--- src/plw_regs.vh ---
// register indices, field positions, reset values and counts of the loop guard
`ifndef PLW_REGS_VH
`define PLW_REGS_VH
`define PLW_IDX_MODE 16'hFF48
`define PLW_IDX_KICK 16'hFF49
`define PLW_IDX_CAUSE 16'hFF50
`define PLW_IDX_IRQ_STAT 16'hFF51
`define PLW_IDX_IRQ_MASK 16'hFF52
`define PLW_MODE_RST 8'h67
`define PLW_MODE_TOP 3'h3
`define PLW_MODE_STOP_BIT 4
`define PLW_MODE_SRC_BIT 3
`define PLW_KICK_KEY 8'hAC
`define PLW_KICK_READ 8'h9A
`define PLW_CAUSE_BIT 4
`define PLW_SLOW_BASE 5'h0B
`define PLW_SYS_BASE 5'h0D
`define PLW_RST_CYCLES 4'h8
`define PLW_IRQ_OVF 0
`define PLW_IRQ_KICK 1
`define PLW_IRQ_MODE 2
`define PLW_IRQ_W 3
`endif

--- src/plw_ahb_slave.v ---
// ahb-lite slave front end: decodes word index, strobes reads and writes
`timescale 1ns/1ps
`default_nettype none
module plw_ahb_slave (
    input wire hclk,
    input wire hresetn,
    input wire hsel,
    input wire [31:0] haddr,
    input wire [1:0] htrans,
    input wire hwrite,
    input wire [2:0] hsize,
    input wire [31:0] hwdata,
    input wire hready,
    output wire hreadyout,
    output wire hresp,
    output reg [31:0] hrdata,
    output wire rd_stb,
    output wire [15:0] rd_idx,
    input wire [7:0] rd_data,
    output wire wr_stb,
    output reg [15:0] wr_idx,
    output wire [7:0] wr_data
);
    reg wr_pend_r;
    wire take;

    // address phase accepted on a valid transfer
    assign take = hsel & htrans[1] & hready & (hsize == 3'h2);
    assign rd_stb = take & ~hwrite;
    assign rd_idx = haddr[17:2];
    assign wr_stb = wr_pend_r;
    assign wr_data = hwdata[7:0];
    assign hreadyout = 1'b1; // zero wait states
    assign hresp = 1'b0;

    ////////////////////////////////////////////////////////////////////////
    // capture write address, register read data for the data phase
    always @(posedge hclk or negedge hresetn) begin
        if (!hresetn) begin
            wr_pend_r <= 1'b0;
            wr_idx <= 16'h0000;
            hrdata <= 32'h00000000;
        end else begin
            wr_pend_r <= take & hwrite;
            if (take & hwrite) begin
                wr_idx <= haddr[17:2];
            end
            if (rd_stb) begin
                hrdata <= {24'h000000, rd_data};
            end
        end
    end
endmodule // plw_ahb_slave
`default_nettype wire

--- src/plw_tick_gate.v ---
// count enable and oscillator run control of the loop guard
`timescale 1ns/1ps
`default_nettype none
module plw_tick_gate (
    input wire hresetn,
    input wire fixed_mode,
    input wire sel_stop,
    input wire sel_sys,
    input wire slow_osc_tick,
    input wire sysclk_stopped,
    input wire cpu_halt,
    input wire cpu_stop,
    input wire osc_stabilizing,
    input wire cpu_on_sysclk,
    input wire slow_osc_sw_off,
    output reg count_en,
    output wire slow_osc_run
);
    // oscillator forced on in fixed mode, off while reset is held or when switched off outside fixed mode
    assign slow_osc_run = hresetn & (fixed_mode | ~slow_osc_sw_off);

    // one enabled count per selected clock, gated per source
    always @* begin
        count_en = 1'b0;
        if (fixed_mode) begin
            count_en = slow_osc_tick;
        end else if (sel_stop) begin
            count_en = 1'b0;
        end else if (sel_sys) begin
            count_en = ~(sysclk_stopped | cpu_halt | cpu_stop | osc_stabilizing);
        end else begin
            count_en = slow_osc_tick & ~(cpu_halt | cpu_stop)
                & ~(cpu_on_sysclk & slow_osc_sw_off);
        end
    end
endmodule // plw_tick_gate
`default_nettype wire

--- src/plw_watchdog.v ---
// program loop guard: mode and kick registers, counter, internal reset, irq
//
// Notes on behaviour
// - counter overflow without a kick forces an internal chip reset.
// - a guard-caused reset sets bit 4 of the reset cause register.
// - slow oscillator periods are 2^11 to 2^18 ticks.
// - system clock periods are 2^13 to 2^20 cycles, same order.
// - fixed option mode counts only the slow oscillator and never stops.
// - stoppable mode selects system clock, slow oscillator or stop; slow at reset.
// - counting starts right after reset at the longest slow period.
// - fixed mode accepts one period change after reset.
// - stoppable mode accepts one combined clock and period change only.
// - stoppable mode lets software stop the guard via clock select.
// - fixed mode keeps the slow oscillator running except in reset.
// - system clock source is gated when stopped, halted, stopped or stabilizing.
// - slow source gated in halt or stop, or when stopped from sysclk.
// - writing ACH to the kick register clears the counter and recounts.
// - other kick values reset the chip unless the first mode write stopped the guard; kick register reads 9AH.
// - second mode write resets, unless the first write stopped the guard.
// - mode resets to 67H; bits 4:3 pick clock, bits 2:0 period.
`timescale 1ns/1ps
`default_nettype none
`include "plw_regs.vh"
module plw_watchdog (
    input wire hclk,
    input wire hresetn,
    input wire hsel,
    input wire [31:0] haddr,
    input wire [1:0] htrans,
    input wire hwrite,
    input wire [2:0] hsize,
    input wire [31:0] hwdata,
    input wire hready,
    output wire hreadyout,
    output wire hresp,
    output wire [31:0] hrdata,
    input wire opt_osc_locked,
    input wire slow_osc_tick,
    input wire sysclk_stopped,
    input wire cpu_halt,
    input wire cpu_stop,
    input wire osc_stabilizing,
    input wire cpu_on_sysclk,
    input wire slow_osc_sw_off,
    output wire slow_osc_run,
    output wire chip_reset_req,
    output wire irq
);
    // reset image of the mode register, trimmed to its five writable bits
    localparam [7:0] mode_rst_byte = `PLW_MODE_RST;
    localparam [4:0] mode_rst_field = mode_rst_byte[4:0];

    // option strap, mode, counter and internal reset state
    reg strap_done_r;
    reg fixed_mode_r;
    reg [4:0] mode_r;
    reg [4:0] mode_nxt;
    reg mode_written_r;
    reg stopped_first_r;
    reg [20:0] cnt_r;
    reg [20:0] cnt_nxt;
    reg [3:0] rst_cnt_r;
    reg [3:0] rst_cnt_nxt;
    reg cause_r;
    reg [`PLW_IRQ_W-1:0] irq_stat_r;
    reg [`PLW_IRQ_W-1:0] irq_stat_nxt;
    reg [`PLW_IRQ_W-1:0] irq_mask_r;
    // decode strobes and read mux
    reg [7:0] rd_data;
    reg mode_fire;
    reg kick_fire;
    reg kick_ok;
    reg mode_load;

    // bus front end, gating and reset links
    wire rd_stb;
    wire [15:0] rd_idx;
    wire wr_stb;
    wire [15:0] wr_idx;
    wire [7:0] wr_data;
    wire count_en;
    wire ovf;
    wire in_reset;
    wire any_fire;
    wire [20:0] cnt_last;
    wire clr_cause;
    wire clr_stat;
    wire set_mask;

    ////////////////////////////////////////////////////////////////////////
    // last count value before overflow for a source and period field
    function [20:0] plw_last;
        input sys;
        input [2:0] per;
        reg [4:0] sh;
        begin
            sh = (sys ? `PLW_SYS_BASE : `PLW_SLOW_BASE) + {2'b00, per};
            plw_last = (21'h000001 << sh) - 21'h000001;
        end
    endfunction

    // strobe qualified by one register index
    function plw_hit;
        input stb;
        input [15:0] idx;
        input [15:0] want;
        begin
            plw_hit = stb && (idx == want);
        end
    endfunction

    ////////////////////////////////////////////////////////////////////////
    // bus front end
    plw_ahb_slave u_bus (
        .hclk(hclk),
        .hresetn(hresetn),
        .hsel(hsel),
        .haddr(haddr),
        .htrans(htrans),
        .hwrite(hwrite),
        .hsize(hsize),
        .hwdata(hwdata),
        .hready(hready),
        .hreadyout(hreadyout),
        .hresp(hresp),
        .hrdata(hrdata),
        .rd_stb(rd_stb),
        .rd_idx(rd_idx),
        .rd_data(rd_data),
        .wr_stb(wr_stb),
        .wr_idx(wr_idx),
        .wr_data(wr_data)
    );

    // clock source gating
    plw_tick_gate u_gate (
        .hresetn(hresetn),
        .fixed_mode(fixed_mode_r),
        .sel_stop(mode_r[`PLW_MODE_STOP_BIT]),
        .sel_sys(mode_r[`PLW_MODE_SRC_BIT]),
        .slow_osc_tick(slow_osc_tick),
        .sysclk_stopped(sysclk_stopped),
        .cpu_halt(cpu_halt),
        .cpu_stop(cpu_stop),
        .osc_stabilizing(osc_stabilizing),
        .cpu_on_sysclk(cpu_on_sysclk),
        .slow_osc_sw_off(slow_osc_sw_off),
        .count_en(count_en),
        .slow_osc_run(slow_osc_run)
    );

    ////////////////////////////////////////////////////////////////////////
    // option strap caught on the first edge after reset release
    always @(posedge hclk or negedge hresetn) begin
        if (!hresetn) begin
            strap_done_r <= 1'b0;
            fixed_mode_r <= 1'b1; // safe default until strap seen
        end else if (!strap_done_r) begin
            strap_done_r <= 1'b1;
            fixed_mode_r <= opt_osc_locked;
        end
    end

    ////////////////////////////////////////////////////////////////////////
    // internal reset window, overflow compare and register side effects
    assign in_reset = (rst_cnt_r != 4'h0);
    assign cnt_last = plw_last(mode_r[`PLW_MODE_SRC_BIT], mode_r[2:0]);
    assign ovf = count_en & (cnt_r == cnt_last);
    assign chip_reset_req = in_reset;
    assign clr_cause = plw_hit(rd_stb, rd_idx, `PLW_IDX_CAUSE);
    assign clr_stat = plw_hit(rd_stb, rd_idx, `PLW_IDX_IRQ_STAT);
    assign set_mask = plw_hit(wr_stb, wr_idx, `PLW_IDX_IRQ_MASK);

    ////////////////////////////////////////////////////////////////////////
    // write decode: mode and kick effects
    always @* begin
        mode_fire = 1'b0;
        kick_fire = 1'b0;
        kick_ok = 1'b0;
        mode_load = 1'b0;
        mode_nxt = mode_r;
        if (wr_stb && !in_reset) begin
            if (wr_idx == `PLW_IDX_MODE) begin
                if (!mode_written_r) begin
                    mode_load = 1'b1;
                    if (fixed_mode_r) begin
                        mode_nxt = {2'b00, wr_data[2:0]};
                    end else begin
                        mode_nxt = wr_data[4:0];
                    end
                end else if (!stopped_first_r) begin
                    mode_fire = 1'b1;
                end
            end
            if (wr_idx == `PLW_IDX_KICK) begin
                if (wr_data == `PLW_KICK_KEY) begin
                    kick_ok = 1'b1;
                end else if (!stopped_first_r) begin
                    kick_fire = 1'b1;
                end
            end
        end
    end

    // any cause of an internal reset
    assign any_fire = ovf | mode_fire | kick_fire;

    ////////////////////////////////////////////////////////////////////////
    // counter: clears on kick or mode load, steps on enabled tick
    always @* begin
        cnt_nxt = cnt_r;
        if (in_reset || kick_ok || mode_load || ovf) begin
            cnt_nxt = 21'h000000;
        end else if (count_en) begin
            cnt_nxt = cnt_r + 21'h000001;
        end
    end

    // internal reset pulse length
    always @* begin
        rst_cnt_nxt = rst_cnt_r;
        if (any_fire && !in_reset) begin
            rst_cnt_nxt = `PLW_RST_CYCLES;
        end else if (in_reset) begin
            rst_cnt_nxt = rst_cnt_r - 4'h1;
        end
    end

    ////////////////////////////////////////////////////////////////////////
    // state registers; internal reset reinitialises mode and write-once state
    always @(posedge hclk or negedge hresetn) begin
        if (!hresetn) begin
            mode_r <= mode_rst_field;
            mode_written_r <= 1'b0;
            stopped_first_r <= 1'b0;
            cnt_r <= 21'h000000;
            rst_cnt_r <= 4'h0;
        end else begin
            cnt_r <= cnt_nxt;
            rst_cnt_r <= rst_cnt_nxt;
            if (in_reset) begin
                mode_r <= mode_rst_field;
                mode_written_r <= 1'b0;
                stopped_first_r <= 1'b0;
            end else if (mode_load) begin
                mode_r <= mode_nxt;
                mode_written_r <= 1'b1;
                stopped_first_r <= ~fixed_mode_r & mode_nxt[`PLW_MODE_STOP_BIT];
            end
        end
    end

    ////////////////////////////////////////////////////////////////////////
    // reset cause flag: set by guard reset, read clears, set wins
    always @(posedge hclk or negedge hresetn) begin
        if (!hresetn) begin
            cause_r <= 1'b0;
        end else if (any_fire && !in_reset) begin
            cause_r <= 1'b1;
        end else if (clr_cause) begin
            cause_r <= 1'b0;
        end
    end

    // sticky event bits, cleared by a status read unless set again
    always @* begin
        irq_stat_nxt = irq_stat_r;
        if (clr_stat) begin
            irq_stat_nxt = {`PLW_IRQ_W{1'b0}};
        end
        if (!in_reset) begin
            irq_stat_nxt[`PLW_IRQ_OVF] = irq_stat_nxt[`PLW_IRQ_OVF] | ovf;
            irq_stat_nxt[`PLW_IRQ_KICK] = irq_stat_nxt[`PLW_IRQ_KICK] | kick_fire;
            irq_stat_nxt[`PLW_IRQ_MODE] = irq_stat_nxt[`PLW_IRQ_MODE] | mode_fire;
        end
    end

    // event status and mask registers
    always @(posedge hclk or negedge hresetn) begin
        if (!hresetn) begin
            irq_stat_r <= {`PLW_IRQ_W{1'b0}};
            irq_mask_r <= {`PLW_IRQ_W{1'b0}};
        end else begin
            irq_stat_r <= irq_stat_nxt;
            if (set_mask) begin
                irq_mask_r <= wr_data[`PLW_IRQ_W-1:0];
            end
        end
    end

    // level interrupt while an unmasked event bit stands
    assign irq = |(irq_stat_r & irq_mask_r);

    ////////////////////////////////////////////////////////////////////////
    // read mux; unmapped indices read zero
    always @* begin
        rd_data = 8'h00;
        case (rd_idx)
            `PLW_IDX_MODE: rd_data = {`PLW_MODE_TOP, mode_r};
            `PLW_IDX_KICK: rd_data = `PLW_KICK_READ;
            `PLW_IDX_CAUSE: rd_data = {3'h0, cause_r, 4'h0};
            `PLW_IDX_IRQ_STAT: rd_data = {5'h00, irq_stat_r};
            `PLW_IDX_IRQ_MASK: rd_data = {5'h00, irq_mask_r};
            default: rd_data = 8'h00;
        endcase
    end
endmodule // plw_watchdog
`default_nettype wire

--- config.mk ---
export PLATFORM = sky130hd
export DESIGN_NAME = plw_watchdog
export DESIGN_NICKNAME = d
export VERILOG_FILES = /design/src/plw_ahb_slave.v /design/src/plw_tick_gate.v /design/src/plw_watchdog.v
export VERILOG_INCLUDE_DIRS = /design/src /design/src/src
export SDC_FILE = /design/constraint.sdc
export NUM_CORES = 1
export LEC_CHECK = 0
export BUFFER_PORTS_ARGS = -buffer_cell sky130_fd_sc_hd__buf_2
export CORE_ASPECT_RATIO = 1.25
export CORE_MARGIN = 5
export CORE_UTILIZATION = 40
export CTS_BUF_LIST = sky130_fd_sc_hd__clkbuf_4 sky130_fd_sc_hd__clkbuf_8
export DETAILED_ROUTE_END_ITERATION = 8
export PLACE_DENSITY = 0.72
export SYNTH_ARGS = -nofsm -noshare
export SYNTH_HDL_FRONTEND = slang
export SYNTH_HIERARCHICAL = 1
export SYNTH_SLANG_ARGS = --single-unit
--- constraint.sdc ---
create_clock -name hclk -period 5.9 [get_ports hclk]
set_clock_uncertainty 0.15 [all_clocks]
set_input_delay 1.18 -clock hclk [delete_from_list [all_inputs] [get_ports hclk]]
set_output_delay 1.18 -clock hclk [all_outputs]
set_load 0.01 [all_outputs]
## After elaboration in Yosys (flattened, before gate mapping)

Index checks and enable logic that the tools add are counted.

- Register bits: 66
- Input port bits: 82
- Output and inout bits: 37
- Logic and storage cells: 113

- Add/subtract/negate cells: 4
- Equal/unequal tests: 12
- Shift-type cells: 1
- Multiplexer cells: 36
- Bitwise gates (word level): 28
- Reductions and logical operators: 18

Operators by type and width:

| cell | number |
|---|---|
| $eq 16x16->1 const B | 8 |
| $mux 21 | 2 |
| $pmux 8 s5 | 1 |
| $mux 5 | 6 |
| $mux 1 | 22 |
| $add 21x1->21 const B | 1 |
| $eq 21x21->1 | 1 |
| $shl 1x5->21 const A | 1 |
| $sub 21x1->21 const B | 1 |
| $reduce_bool 2->1 | 6 |
| $and 1x1->1 | 11 |
| $or 1x1->1 | 10 |
| $mux 3 | 3 |
| $eq 8x8->1 const B | 1 |
| $mux 4 | 2 |
| $not 1->1 | 6 |
| $add 4x3->5 | 1 |
| $logic_and 1x1->1 | 5 |
| $reduce_and 4->1 | 1 |
| $reduce_bool 4->1 | 1 |
| $sub 4x1->4 const B | 1 |
| $and 3x3->3 | 1 |
| $eq 3x2->1 const B | 1 |
| $logic_or 1x1->1 | 3 |
| other kinds (3) | 3 |

## Depth between registers and ports, before layout

Gate-level depths: netlist of the first run.

- Word-level depth: 12
- Gate-level depth with buffers: 21

## Hierarchy

Netlist of the first run, hierarchy kept.

Modules (own cells, without submodules):

| module | instances | cells each | area each (µm²) | seq. area each (µm²) |
|---|---|---|---|---|
| plw_watchdog | 1 | 390 | 3427.0 | 1031.0 |
| plw_ahb_slave | 1 | 108 | 1367.6 | 625.6 |
| plw_tick_gate | 1 | 8 | 48.8 | 0.0 |

## Worst setup path after synthesis of the first run

Ideal clock, no wire load.

- Kind: reg-to-reg
- Start: register mode_r[3]
- End: register rst_cnt_r[0]
- Setup time: 132 ps
- Data arrival time: 4080 ps
- Path slack: 1538 ps
- Stages on the path, launching flop included: 21
- Path buffers: 5
- Clock period less this slack: 4362 ps
- Cells stage by stage: dfrtp_1 -> inv_1 -> ha_1 -> buf_6 -> nand2_4 -> nand2b_1 -> fa_1 -> or2_2 -> clkbuf_1 -> nor2_1 -> nand2_1 -> ha_1 -> buf_2 -> or4_1 -> o21ai_1 -> xor2_1 -> nor4_1 -> and3_1 -> buf_6 -> buf_6 -> o22ai_1

- Cells in the longest elaborated chain, start to end: 10
- Elaborated cells between the ends (all ways): 14

Ends and longest elaborated chain:

| element | RTL line | text |
|---|---|---|
| start, declared | plw_watchdog.v:56 | `reg [4:0] mode_r;` |
| start signal, assigned | plw_watchdog.v:233 | `mode_r <= mode_rst_field;` |
| start signal, assigned | plw_watchdog.v:242 | `mode_r <= mode_rst_field;` |
| start signal, assigned | plw_watchdog.v:246 | `mode_r <= mode_nxt;` |
| $mux 3 (no line) | -- |  |
| $add 4x3->5 | plw_watchdog.v:97 | `` sh = (sys ? `PLW_SYS_BASE : `PLW_SLOW_BASE) + {2'b00, per}; `` |
| $shl 1x5->21 | plw_watchdog.v:98 | `plw_last = (21'h000001 << sh) - 21'h000001;` |
| $sub 21x1->21 | plw_watchdog.v:98 |  |
| $eq 21x21->1 | plw_watchdog.v:168 | `assign ovf = count_en & (cnt_r == cnt_last);` |
| $and 1x1->1 (*) | plw_watchdog.v:168 |  |
| $or 1x1->1 (*) (2 in series) | plw_watchdog.v:206 | `assign any_fire = ovf \| mode_fire \| kick_fire;` |
| $logic_and 1x1->1 (*) | plw_watchdog.v:222 | `if (any_fire && !in_reset) begin` |
| $mux 4 or $reduce_bool 2->1 (tied branches) | -- |  |
| end signal, assigned | plw_watchdog.v:240 | `rst_cnt_r <= rst_cnt_nxt;` |
| end, declared | plw_watchdog.v:62 | `reg [3:0] rst_cnt_r;` |

Every way passes the cells marked *; elsewhere a longest branch is shown, timed or not.
A chain may end at the register's enable or synchronous reset.

## Final worst setup path of the first run

Ends and elaborated chain as after synthesis.

==> results of run 1 <==
[logic make-up (layout without fill, tap and decap cells)]
family	after synthesis	in the layout	share of synthesized area, %
AND/OR/NAND/NOR	194	194	23.59
buffers and inverters	89	91	12.27
AO/OA/AOI/OAI	73	73	11.32
flip-flops	66	66	34.20
XOR/XNOR	40	40	7.982
multiplexers	34	34	8.448
adder cells (fa/ha/maj)	7	7	1.963
other	3	27	0.2325
[per-layer routing]
layer | vias to the layer above | track usage (%) | share of wire, %
li1 | 1758 | - | -
met1 | 1801 | 18.15 | 41
met2 | 98 | 27.59 | 53
met3 | 14 | 2.440 | 4.5
met4 | 0 | 4.842 | 1.4
met5 | - | 0 | 0
[layout make-up]
cell class,instances,share of cell area (%)
inverters,17,1.241
flip-flops and latches,66,32.21
clock inverters,5,1.168
clock buffers,11,2.943
well taps,164,3.989
multi-input cells,375,52.23
repair buffers,58,6.227
[how the worst max path moves through the flow]
stage,from,endpoint,slack [ns],cells past startpoint
finish,mode_r[3],rst_cnt_r[0],1.23,18
global route,mode_r[3],cause_r,0.87,16
CTS,mode_r[3],cause_r,1.19,15
detailed placement,mode_r[3],cause_r,1.20,15
global placement,mode_r[3],rst_cnt_r[1],1.30,18
floorplan,mode_r[3],rst_cnt_r[0],1.54,20
[worst max-delay path: cells and delay by family, from the launching register on]
kind	cells	cell delay (ns)
and+or+nand+nor	8	1.43
adders and majority gates	3	1.22
AOI/OAI and AO/OA	4	0.66
buffers and inverters	3	0.59
DFF	1	0.47
[synth_stat cells (5+ instances only)]
master and n:
and3_1 10, clkbuf_1 9, buf_4 50, a21oi_1 16
mux2i_1 6, nor4_1 8, nand4_1 8, nand3_1 17
o211ai_1 6, nor3_1 13, o21ai_0 10, nand3b_1 5
mux2_2 19, xnor2_1 17, buf_6 9, nor2_1 32
nand2b_1 5, dfrtp_1 62, nor3_2 18, xor2_1 20
nand2_1 42, mux2_4 9, ha_1 6, inv_1 16
[power by group]
group / internal [uW] / leakage [uW] / switching [uW]
sequential: 490 / 0.000873 / 41.5
clock: 219 / 0.000106 / 177
combinational: 78.7 / 0.00142 / 81.0
[state kept, by name (all words and copies together) (netlist names)]
signal           count
irq_mask_r           3
cnt_r               21
cause_r              1
u_bus/wr_idx        16
stopped_first_r      1
strap_done_r         1
rst_cnt_r            4
u_bus/hrdata         8
mode_r               5
irq_stat_r           3
fixed_mode_r         1
mode_written_r       1
u_bus/wr_stb         1
[per-stage QoR]
step	hold slack, ns	cell area, um^2	std cells	setup slack, ns
after floorplan	0.3046	4933	530	1.538
after global placement	0.3306	4932	680	1.300
after detailed placement	0.3342	4932	680	1.199
after CTS	0.3554	5144	696	1.190
after global routing	0.3630	5144	696	0.8698
final	0.3538	5144	696	1.231
==> key figures, run 1 <==
Status
  • Status: complete, no violations

Clock network
  • Post-CTS Setup Inserts: 0
  • Root buf cell: clkbuf_8
  • Clk Latency, worst-skew pair: 0.35 ns
  • Post-cts resize count: 0
  • TritonCTS Buffers: 9
  • Clock-pin slew on the worst setup and hold paths: 0.08 ns
  • H-tree depth: 3
  • Hold-fix buffers at CTS: 0
  • Clock Sinks: 66
  • Bufs on Longest Clock Path: 2
  • TritonCTS clock tree: done

Die
  • I/O pin count: 119
  • Core area: 0.01199 mm^2
  • Die width: 108.4 um
  • Die area: 0.01442 mm^2
  • Row count: 45
  • Initial core utilization: 40.39%
  • Die height: 133.0 um

Layout
  • Sequential Area: 0.001657 mm^2
  • Fin nets: 616
  • Diodes inserted: 0
  • Most frequent cells in the layout: 62 x dfrtp_1, 51 x buf_2, 42 x nand2_1
  • Layout cells sized above 1: 25.94%
  • Core Util, Final: 42.89%
  • Commonest non-fill, non-tap cell in the layout: dfrtp_1
  • Multi-input gate area: 0.002686 mm^2
  • P&R area growth vs syn: 6.200%
  • Fillers: 1154

Worst setup path
  • Max stage delay on crit path: 0.48 ns
  • Req. time, crit path: 5.97 ns
  • Critical Path AT: 4.74 ns
  • Endpoint class of the critical path: register
  • R2r endpoint: rst_cnt_r[0]
  • Critical Path Source Type: register
  • R2R setup slack: 1.23 ns
  • Slowest CP cell: fa_1
  • Crit path cell chain: inv_1, ha_1, nand2b_1, fa_1, or2_2, nor2_1, nand2_1, ha_1, buf_4, nand3_1, o311ai_1, a211oi_1, o311a_1, and4bb_1, and4b_1, and3_1, buf_12, o22ai_1
  • Critical path peak fanout: 25
  • R2R cell count: 18
  • Reg2Reg Launch Point: mode_r[3]
  • Worst path most repeated cell: ha_1
  • Crit Path Category: register to register

Hold path
  • Hold Path Origin: strap_done_r
  • Worst Hold Class: register to register
  • Hold Path Depth: 1
  • Hold Path End: fixed_mode_r

Logic synthesis
  • FFs w/ async S/R, synth: 100.0%
  • Prevailing post-synth register cell: dfrtp_1
  • Synth area leader: dfrtp_1
  • Synthesized area: 0.004843 mm^2
  • Count of state elements after synthesis: 66
  • Yosys warnings: 6
  • Syn avg cell area: 9.572 um^2
  • Sequential share of the synthesized area: 34.20%
  • EDFF count, synth: 0
  • Area contributors post-synth: dfrtp_1 32%, buf_4 7.7%, mux2_2 4.4%, nor3_2 3.7%, xor2_1 3.6%
  • Distinct cells, synth: 77
  • Yosys top cell area share: 32.03%
  • Mapped Cells: 506

STA
  • Final setup vio count: 0
  • Max-slew headroom: 40.29%
  • Unrepaired setup endpoints after global routing: no
  • Pins Over Slew Limit: 0
  • Total negative setup slack: 0 ns
  • Fin. Hold Viols: 0
  • Fin crit share: 79.14%
  • Max Clk Rate: 0.2142 GHz
  • Slew @ Worst Pin: 0.8949 ns
  • Final Critical Period: 4.669 ns

Drt
  • Wire per inst: 15.58 um
  • WL final: 10840 um
  • DR vias: 3671
  • 1st-pass router iterations: 5
  • DRC: 0
  • Post-DRT Antenna Nets: 0
  • Via density: 5.274
  • Initial drt markers: 186

Place
  • Gp weighted congestion: 0.8883
  • Final HPWL DP: 8378 um
  • I/O Buffers: 51

Power and ir drop
  • Power per cell area: 211.4 mW/mm^2
  • Total Power: 1088 uW
  • Maximum vdd drop: 0.1770 mV
  • Leakage power: 0.002400 uW

Flow run
  • Max-cap violations: 0

Global routing
  • Grt ovf: 0
  • First-pass GRT wire length: 17770 um
  • Initial antenna violation count: 0
  • Maximum number of pins on one net before global-route repair: 67
  • Vias in the first global route: 3706
  • GRT Total Usage: 15.25%
(Power assumes the default switching activity.)
==> run 2: changes to the inputs <==
==> constraint.sdc (replaced) <==
create_clock -name hclk -period 4.4 [get_ports hclk]
set_clock_uncertainty 0.15 [all_clocks]
set_input_delay 0.88 -clock hclk [delete_from_list [all_inputs] [get_ports hclk]]
set_output_delay 0.88 -clock hclk [all_outputs]
set_load 0.01 [all_outputs]
==> run 2 against run 1 <==
Compared with the run above:
- total power is 39% higher
- cell count is 2.0% higher
- sequential share of layout area is 0.96 points lower
- non-clock buffer count is 14 higher
- sequential cell count stayed put
- clock power is 46% higher
- sequential power is 34% higher
- global-route usage is 0.38 points higher
- critical path depth is 3 lower
- maximum frequency is 11% higher
==> key figures, run 2 (synthesis gave the netlist of run 1 again) <==
Drt
  • Initial drt markers: 249 (+34%)
  • Wire per inst: 15.70 um (+0.80%)
  • WL final: 11150 um (+2.8%)
  • DRC: 0 (unchanged)
  • 1st-pass router iterations: 5 (unchanged)
  • DR vias: 3815 (+3.9%)
  • Via density: 5.373 (+1.9%)
  • Post-DRT Antenna Nets: 0 (unchanged)

STA
  • Max Clk Rate: 0.2386 GHz (+11%)
  • Slew @ Worst Pin: 0.8925 ns (-0.002388 ns)
  • Fin crit share: 95.24% (+16 points)
  • Final Critical Period: 4.191 ns (-0.4785 ns)
  • Unrepaired setup endpoints after global routing: no
  • Max-slew headroom: 40.45% (+0.16 points)
  • Pins Over Slew Limit: 0 (unchanged)
  • Fin. Hold Viols: 0 (unchanged)
  • Final setup vio count: 0 (unchanged)
  • WHS: 0.3611 ns (+0.007286 ns)

Layout
  • Most frequent cells in the layout: 62 x dfrtp_1, 51 x buf_2, 42 x nand2_1
  • Largest regs: cnt_r: 21 flops, u_bus/wr_idx: 16 flops, u_bus/hrdata: 8 flops
  • Largest Register: cnt_r
  • Diodes inserted: 0 (unchanged)
  • Max reg flops: 21 (unchanged)
  • Fillers: 1141 (-1.1%)
  • Fin nets: 630 (+2.3%)
  • P&R area growth vs syn: 9.455%
  • Commonest non-fill, non-tap cell in the layout: dfrtp_1
  • Layout cells sized above 1: 28.94% (+3.0 points)

Die
  • Row count: 45 (unchanged)
  • Die area: 0.01442 mm^2 (unchanged)
  • Die width: 108.4 um (unchanged)
  • Core area: 0.01199 mm^2 (unchanged)
  • Initial core utilization: 40.39% (unchanged)
  • I/O pin count: 119 (unchanged)
  • Die height: 133.0 um (unchanged)

Place
  • Final HPWL DP: 8617 um (+2.9%)
  • Gp weighted congestion: 0.8830 (-0.60%)
  • I/O Buffers: 51 (unchanged)

Clock network
  • Root buf cell: clkbuf_8
  • Clk Latency, worst-skew pair: 0.35 ns (about the same)
  • H-tree depth: 3 (unchanged)
  • TritonCTS Buffers: 9 (unchanged)
  • TritonCTS clock tree: done
  • Clock Sinks: 66 (unchanged)
  • Hold-fix buffers at CTS: 0 (unchanged)
  • Bufs on Longest Clock Path: 2 (unchanged)
  • Clock-pin slew on the worst setup and hold paths: 0.07 ns (about the same)

Power and ir drop
  • Power per cell area: 285.1 mW/mm^2 (+35%)
  • P_sw: 411.9 uW (+38%)
  • Seq pwr share: 47.2% (-1.7 points)
  • Switching power share of the total: 27.25% (-0.30 points)
  • Total Power: 1512 uW (+39%)
  • Maximum vdd drop: 0.2384 mV (+35%)
  • Leakage power: 0.002475 uW (+3.2%)
  • Logic pwr share: 14.5% (-0.2 points)
  • Clk network pwr share: 38.3% (+1.8 points)
  • Total internal power: 1100 uW (+40%)

Worst setup path
  • Crit path cell chain: ha_4, nand2_4, nand2b_1, fa_2, buf_4, buf_4, o21ba_2, o21ai_0, xor3_1, a311o_1, nand4bb_1, nor4_2, buf_4, a22oi_1, o21ai_1
  • CP Depth: 15 (-3)
  • Max stage delay on crit path: 0.58 ns (+0.10 ns)
  • Critical path peak fanout: 21 (-16%)
  • CP top delay family: compound AO/OA/AOI/OAI gates
  • Endpoint class of the critical path: register
  • Critical Path Source Type: register
  • R2R cell count: 15 (-3)
  • Critical Path AT: 4.31 ns (-0.43 ns)
  • Worst path most repeated cell: buf_4
  • Req. time, crit path: 4.52 ns (-1.45 ns)
  • Crit path buf inv count: 3 (unchanged)
  • Crit Path Category: register to register
  • Slowest CP cell: dfstp_2

Global routing
  • Vias in the first global route: 3795 (+2.4%)
  • Maximum number of pins on one net before global-route repair: 67 (unchanged)
  • Initial antenna violation count: 0 (unchanged)
  • Grt ovf: 0 (unchanged)
  • GRT Total Usage: 15.63% (+0.38 points)
  • First-pass GRT wire length: 18180 um (+2.3%)

Status
  • Status: complete, no violations

Hold path
  • Hold Path Depth: 1 (unchanged)
  • Worst Hold Class: register to register

Flow run
  • Max-cap violations: 0 (unchanged)
run 2: final timing paths:
kind / start / end / slack [ns]
setup reg to reg: mode_r[1] / cause_r / 0.21
max in group asynchronous: hresetn / u_bus/hrdata[0] / 2.92
min in group asynchronous: hresetn / u_bus/wr_idx[5] / 0.64
setup / recovery: mode_r[1] / cause_r / 0.21
hold / removal: u_bus/hrdata[6] / u_bus/hrdata[6] / 0.36
hold reg to reg: u_bus/hrdata[6] / u_bus/hrdata[6] / 0.36
run 2: what timing repair did:
action,CTS,global route
pin swaps,0,5
endpoints found under the setup margin,1,26
resized for setup,1,5
setup buffers,0,2
run 2: cell type report:
type                            instances  area, um^2  area share (%)
Sequential cell                        66        1657           31.25
Tap cell                              164       205.2           3.871
Timing Repair Buffer                   72       425.4           8.025
Clock buffer                           10       137.6           2.596
Multi-Input combinational cell        375        2723           51.36
Clock inverter                          6       90.09           1.699
Inverter                               17       63.81           1.204
run 2: per-layer routing:
layer | vias up | share of wire (%) | wire (um) | track usage, %
li1 | 1785 | - | - | -
met1 | 1865 | 40 | 4446 | 18.17
met3 | 29 | 5.4 | 602 | 3.123
met2 | 136 | 51 | 5730 | 27.66
met4 | 0 | 3.3 | 371 | 6.316
met5 | - | 0 | 0 | 0
run 2: per-stage QoR:
| step | setup TNS [ns] | instance area, um^2 | setup slack [ns] | std cells | utilization, % |
|---|---|---|---|---|---|
| after global routing | 0 | 5301 | 0.02124 | 710 | 44.20 |
| after CTS | 0 | 5256 | 0.02812 | 708 | 43.83 |
| after floorplan | 0 | 4933 | 0.03814 | 530 | - |
| final | 0 | 5301 | 0.2094 | 710 | 44.20 |
| after global placement | 0 | 5022 | 0.04558 | 692 | 41.88 |
| after detailed placement | -0.02971 | 5022 | -0.02971 | 692 | 41.88 |
run 2: power groups by stage:
stage	clock network (uW)	logic, uW	registers (uW)
6_report	579	219	714
5_1_grt	611	239	721
4_1_cts	591	218	711
3_5_place_dp	0	215	723
3_3_place_gp	0	206	720
2_1_floorplan	0	181	707
==> run 3: changes to the inputs <==
--- a/config.mk
+++ b/config.mk
@@ -6,13 +6,13 @@
 export SDC_FILE = /design/constraint.sdc
 export NUM_CORES = 1
 export LEC_CHECK = 0
-export BUFFER_PORTS_ARGS = -buffer_cell sky130_fd_sc_hd__buf_2
 export CORE_ASPECT_RATIO = 1.25
 export CORE_MARGIN = 5
 export CORE_UTILIZATION = 40
 export CTS_BUF_LIST = sky130_fd_sc_hd__clkbuf_4 sky130_fd_sc_hd__clkbuf_8
 export DETAILED_ROUTE_END_ITERATION = 8
-export PLACE_DENSITY = 0.72
+export DONT_BUFFER_PORTS = 1
+export PLACE_DENSITY = 0.63
 export SYNTH_ARGS = -nofsm -noshare
 export SYNTH_HDL_FRONTEND = slang
 export SYNTH_HIERARCHICAL = 1
==> run 3 against run 2 <==
Compared with the run above:
- global-route usage down 0.51 points
- largest cell class unchanged
- cell count down 7.7%
- first-iteration DRC count down 56%
- worst setup slack better by 0.021 ns
- sequential power about the same
==> key figures, run 3 (synthesis gave the netlist of run 1 again) <==
Drt
  • Initial drt markers: 109 (-56%)
  • Wire per inst: 16.35 um (+4.1%)
  • 1st-pass router iterations: 6 (+1)
  • DR vias: 3486 (-8.6%)
  • DRC: 0 (unchanged)
  • WL final: 10710 um (-3.9%)
  • Post-DRT Antenna Nets: 0 (unchanged)
  • Via density: 5.322 (-0.95%)

Clock network
  • Hold-fix buffers at CTS: 0 (unchanged)
  • Bufs on Longest Clock Path: 2 (unchanged)
  • TritonCTS Buffers: 9 (unchanged)
  • Clock-pin slew on the worst setup and hold paths: 0.08 ns (about the same)
  • Clk Latency, worst-skew pair: 0.36 ns (about the same)
  • Root buf cell: clkbuf_8
  • Clock Sinks: 66 (unchanged)
  • H-tree depth: 3 (unchanged)
  • TritonCTS clock tree: done

Worst setup path
  • Req. time, crit path: 4.53 ns (about the same)
  • Endpoint class of the critical path: register
  • Crit Path Category: register to register
  • Slowest CP cell: dfstp_2
  • Critical path peak fanout: 9 (-57%)
  • Crit path cell chain: ha_1, nand2_4, nand2b_1, fa_1, o21bai_1, or3_4, ha_4, buf_4, xnor2_1, nor3_1, o2111ai_1, o211ai_1, o211ai_1, nor4_2, buf_4, a22oi_1, o21ai_1
  • Max stage delay on crit path: 0.57 ns (about the same)
  • Critical Path AT: 4.30 ns (about the same)
  • Critical Path Source Type: register

STA
  • Max-slew headroom: 41.70% (+1.2 points)
  • WHS: 0.06228 ns (-0.2988 ns)
  • Final Critical Period: 4.169 ns (-0.02137 ns)
  • Fin. Hold Viols: 0 (unchanged)
  • Pins Over Slew Limit: 0 (unchanged)
  • Max Clk Rate: 0.2399 GHz (+0.51%)
  • Total negative setup slack: 0 ns (unchanged)
  • Final worst slack: 0.2308 ns (+0.02137 ns)
  • Slew @ Worst Pin: 0.8739 ns (-0.01864 ns)
  • Unrepaired setup endpoints after global routing: no
  • Fin crit share: 94.75% (-0.49 points)
  • Final setup vio count: 0 (unchanged)

Layout
  • Largest regs: cnt_r: 21 flops, u_bus/wr_idx: 16 flops, u_bus/hrdata: 8 flops
  • Largest Register: cnt_r
  • Fin nets: 575 (-8.7%)
  • Commonest non-fill, non-tap cell in the layout: dfrtp_1
  • Layout cells sized above 1: 20.98% (-8.0 points)
  • Fillers: 1161 (+1.8%)
  • Max reg flops: 21 (unchanged)
  • Diodes inserted: 0 (unchanged)
  • Most frequent cells in the layout: 62 x dfrtp_1, 42 x nand2_1, 32 x nor2_1
  • P&R area growth vs syn: 3.539%
  • Core Util, Final: 41.82% (-2.4 points)

Global routing
  • Initial antenna violation count: 0 (unchanged)
  • First-pass GRT wire length: 17250 um (-5.1%)
  • Vias in the first global route: 3435 (-9.5%)
  • GRT Total Usage: 15.13% (-0.51 points)
  • Grt peak-use layer: met2
  • Grt met1 use: 17.80% (-0.37 points)
  • Grt ovf: 0 (unchanged)
  • Maximum number of pins on one net before global-route repair: 68 (+1.5%)
  • Met2 Resource Use GR: 25.05% (-2.6 points)
  • GRT met3 Usage: 5.368% (+2.2 points)

Flow run
  • Max-cap violations: 0 (unchanged)

Die
  • Initial core utilization: 40.39% (unchanged)
  • Die width: 108.4 um (unchanged)
  • Row count: 45 (unchanged)
  • Die area: 0.01442 mm^2 (unchanged)
  • Die height: 133.0 um (unchanged)
  • I/O pin count: 119 (unchanged)
  • Core area: 0.01199 mm^2 (unchanged)

Power and ir drop
  • Maximum vdd drop: 0.2064 mV (-13%)
  • Leakage power: 0.002238 uW (-9.6%)
  • Power per cell area: 280.4 mW/mm^2 (-1.7%)
  • Total Power: 1406 uW (-7.0%)

Hold path
  • Worst Hold Class: primary input to asynchronous set/reset pin

Place
  • Final HPWL DP: 8257 um (-4.2%)
  • Dpl ws: 0.01171 ns (+0.04142 ns)
  • I/O Buffers: 0 (-100%)
  • Gp weighted congestion: 0.8752 (-0.88%)

Status
  • Status: complete, no violations
-- run 3: power breakdown --
| group | leakage [uW] | switching (uW) | total (uW) | internal (uW) |
|---|---|---|---|---|
| Sequential | 0.000873 | 55.4 | 712 | 657 |
| Combinational | 0.00126 | 80.6 | 174 | 93.5 |
| Clock | 0.000100 | 254 | 520 | 266 |
-- run 3: metal layers --
layer	share of wire, %	vias up
met1	40	1703
met2	51	84
li1	-	1681
met3	7.1	18
met5	0	-
met4	2.0	0
-- run 3: path summary, 6_finish.rpt --
path,cells past startpoint,slack (ns),start,endpoint
max,17,0.23,mode_r[1],cause_r
min,0,0.06,hresetn,cnt_r[16]
max reg2reg,17,0.23,mode_r[1],cause_r
min reg2reg,1,0.35,strap_done_r,fixed_mode_r
max in group asynchronous,0,3.82,hresetn,mode_r[1]
min in group hclk,1,0.35,strap_done_r,fixed_mode_r
-- run 3: stage by stage --
stage,cell area (um^2),cells
3_3_place_gp,4745,638
2_1_floorplan,4933,530
3_5_place_dp,4745,638
5_1_grt,5015,655
4_1_cts,4949,654
6_report,5015,655
-- run 3: worst max-delay path: cells and delay by family (launching register included) --
kind	cells	cell delay [ns]
adder cells (fa/ha/maj)	3	0.90
AO/OA/AOI/OAI	6	0.92
XOR/XNOR	1	0.13
AND/OR/NAND/NOR	5	1.10
buffers and inverters	2	0.33
flip-flops	1	0.57
-- run 3: cell type report --
class | instances | area (um^2) | share of cell area (%)
clock buffers | 9 | 123.9 | 2.470
clock inverters | 7 | 77.57 | 1.547
inverters | 17 | 63.81 | 1.272
multi-input cells | 375 | 2730 | 54.44
flip-flops and latches | 66 | 1657 | 33.03
well taps | 164 | 205.2 | 4.092
repair buffers | 17 | 157.7 | 3.144
-- run 3: what timing repair did --
| action | 4_1_cts | 5_1_grt |
|---|---|---|
| resized for setup | 1 | 8 |
| pin swaps | 0 | 5 |
| endpoints found under the hold margin | 0 | 0 |
| setup endpoints to repair | 4 | 26 |
| buffers inserted | 0 | 0 |
| gates cloned | 0 | 1 |
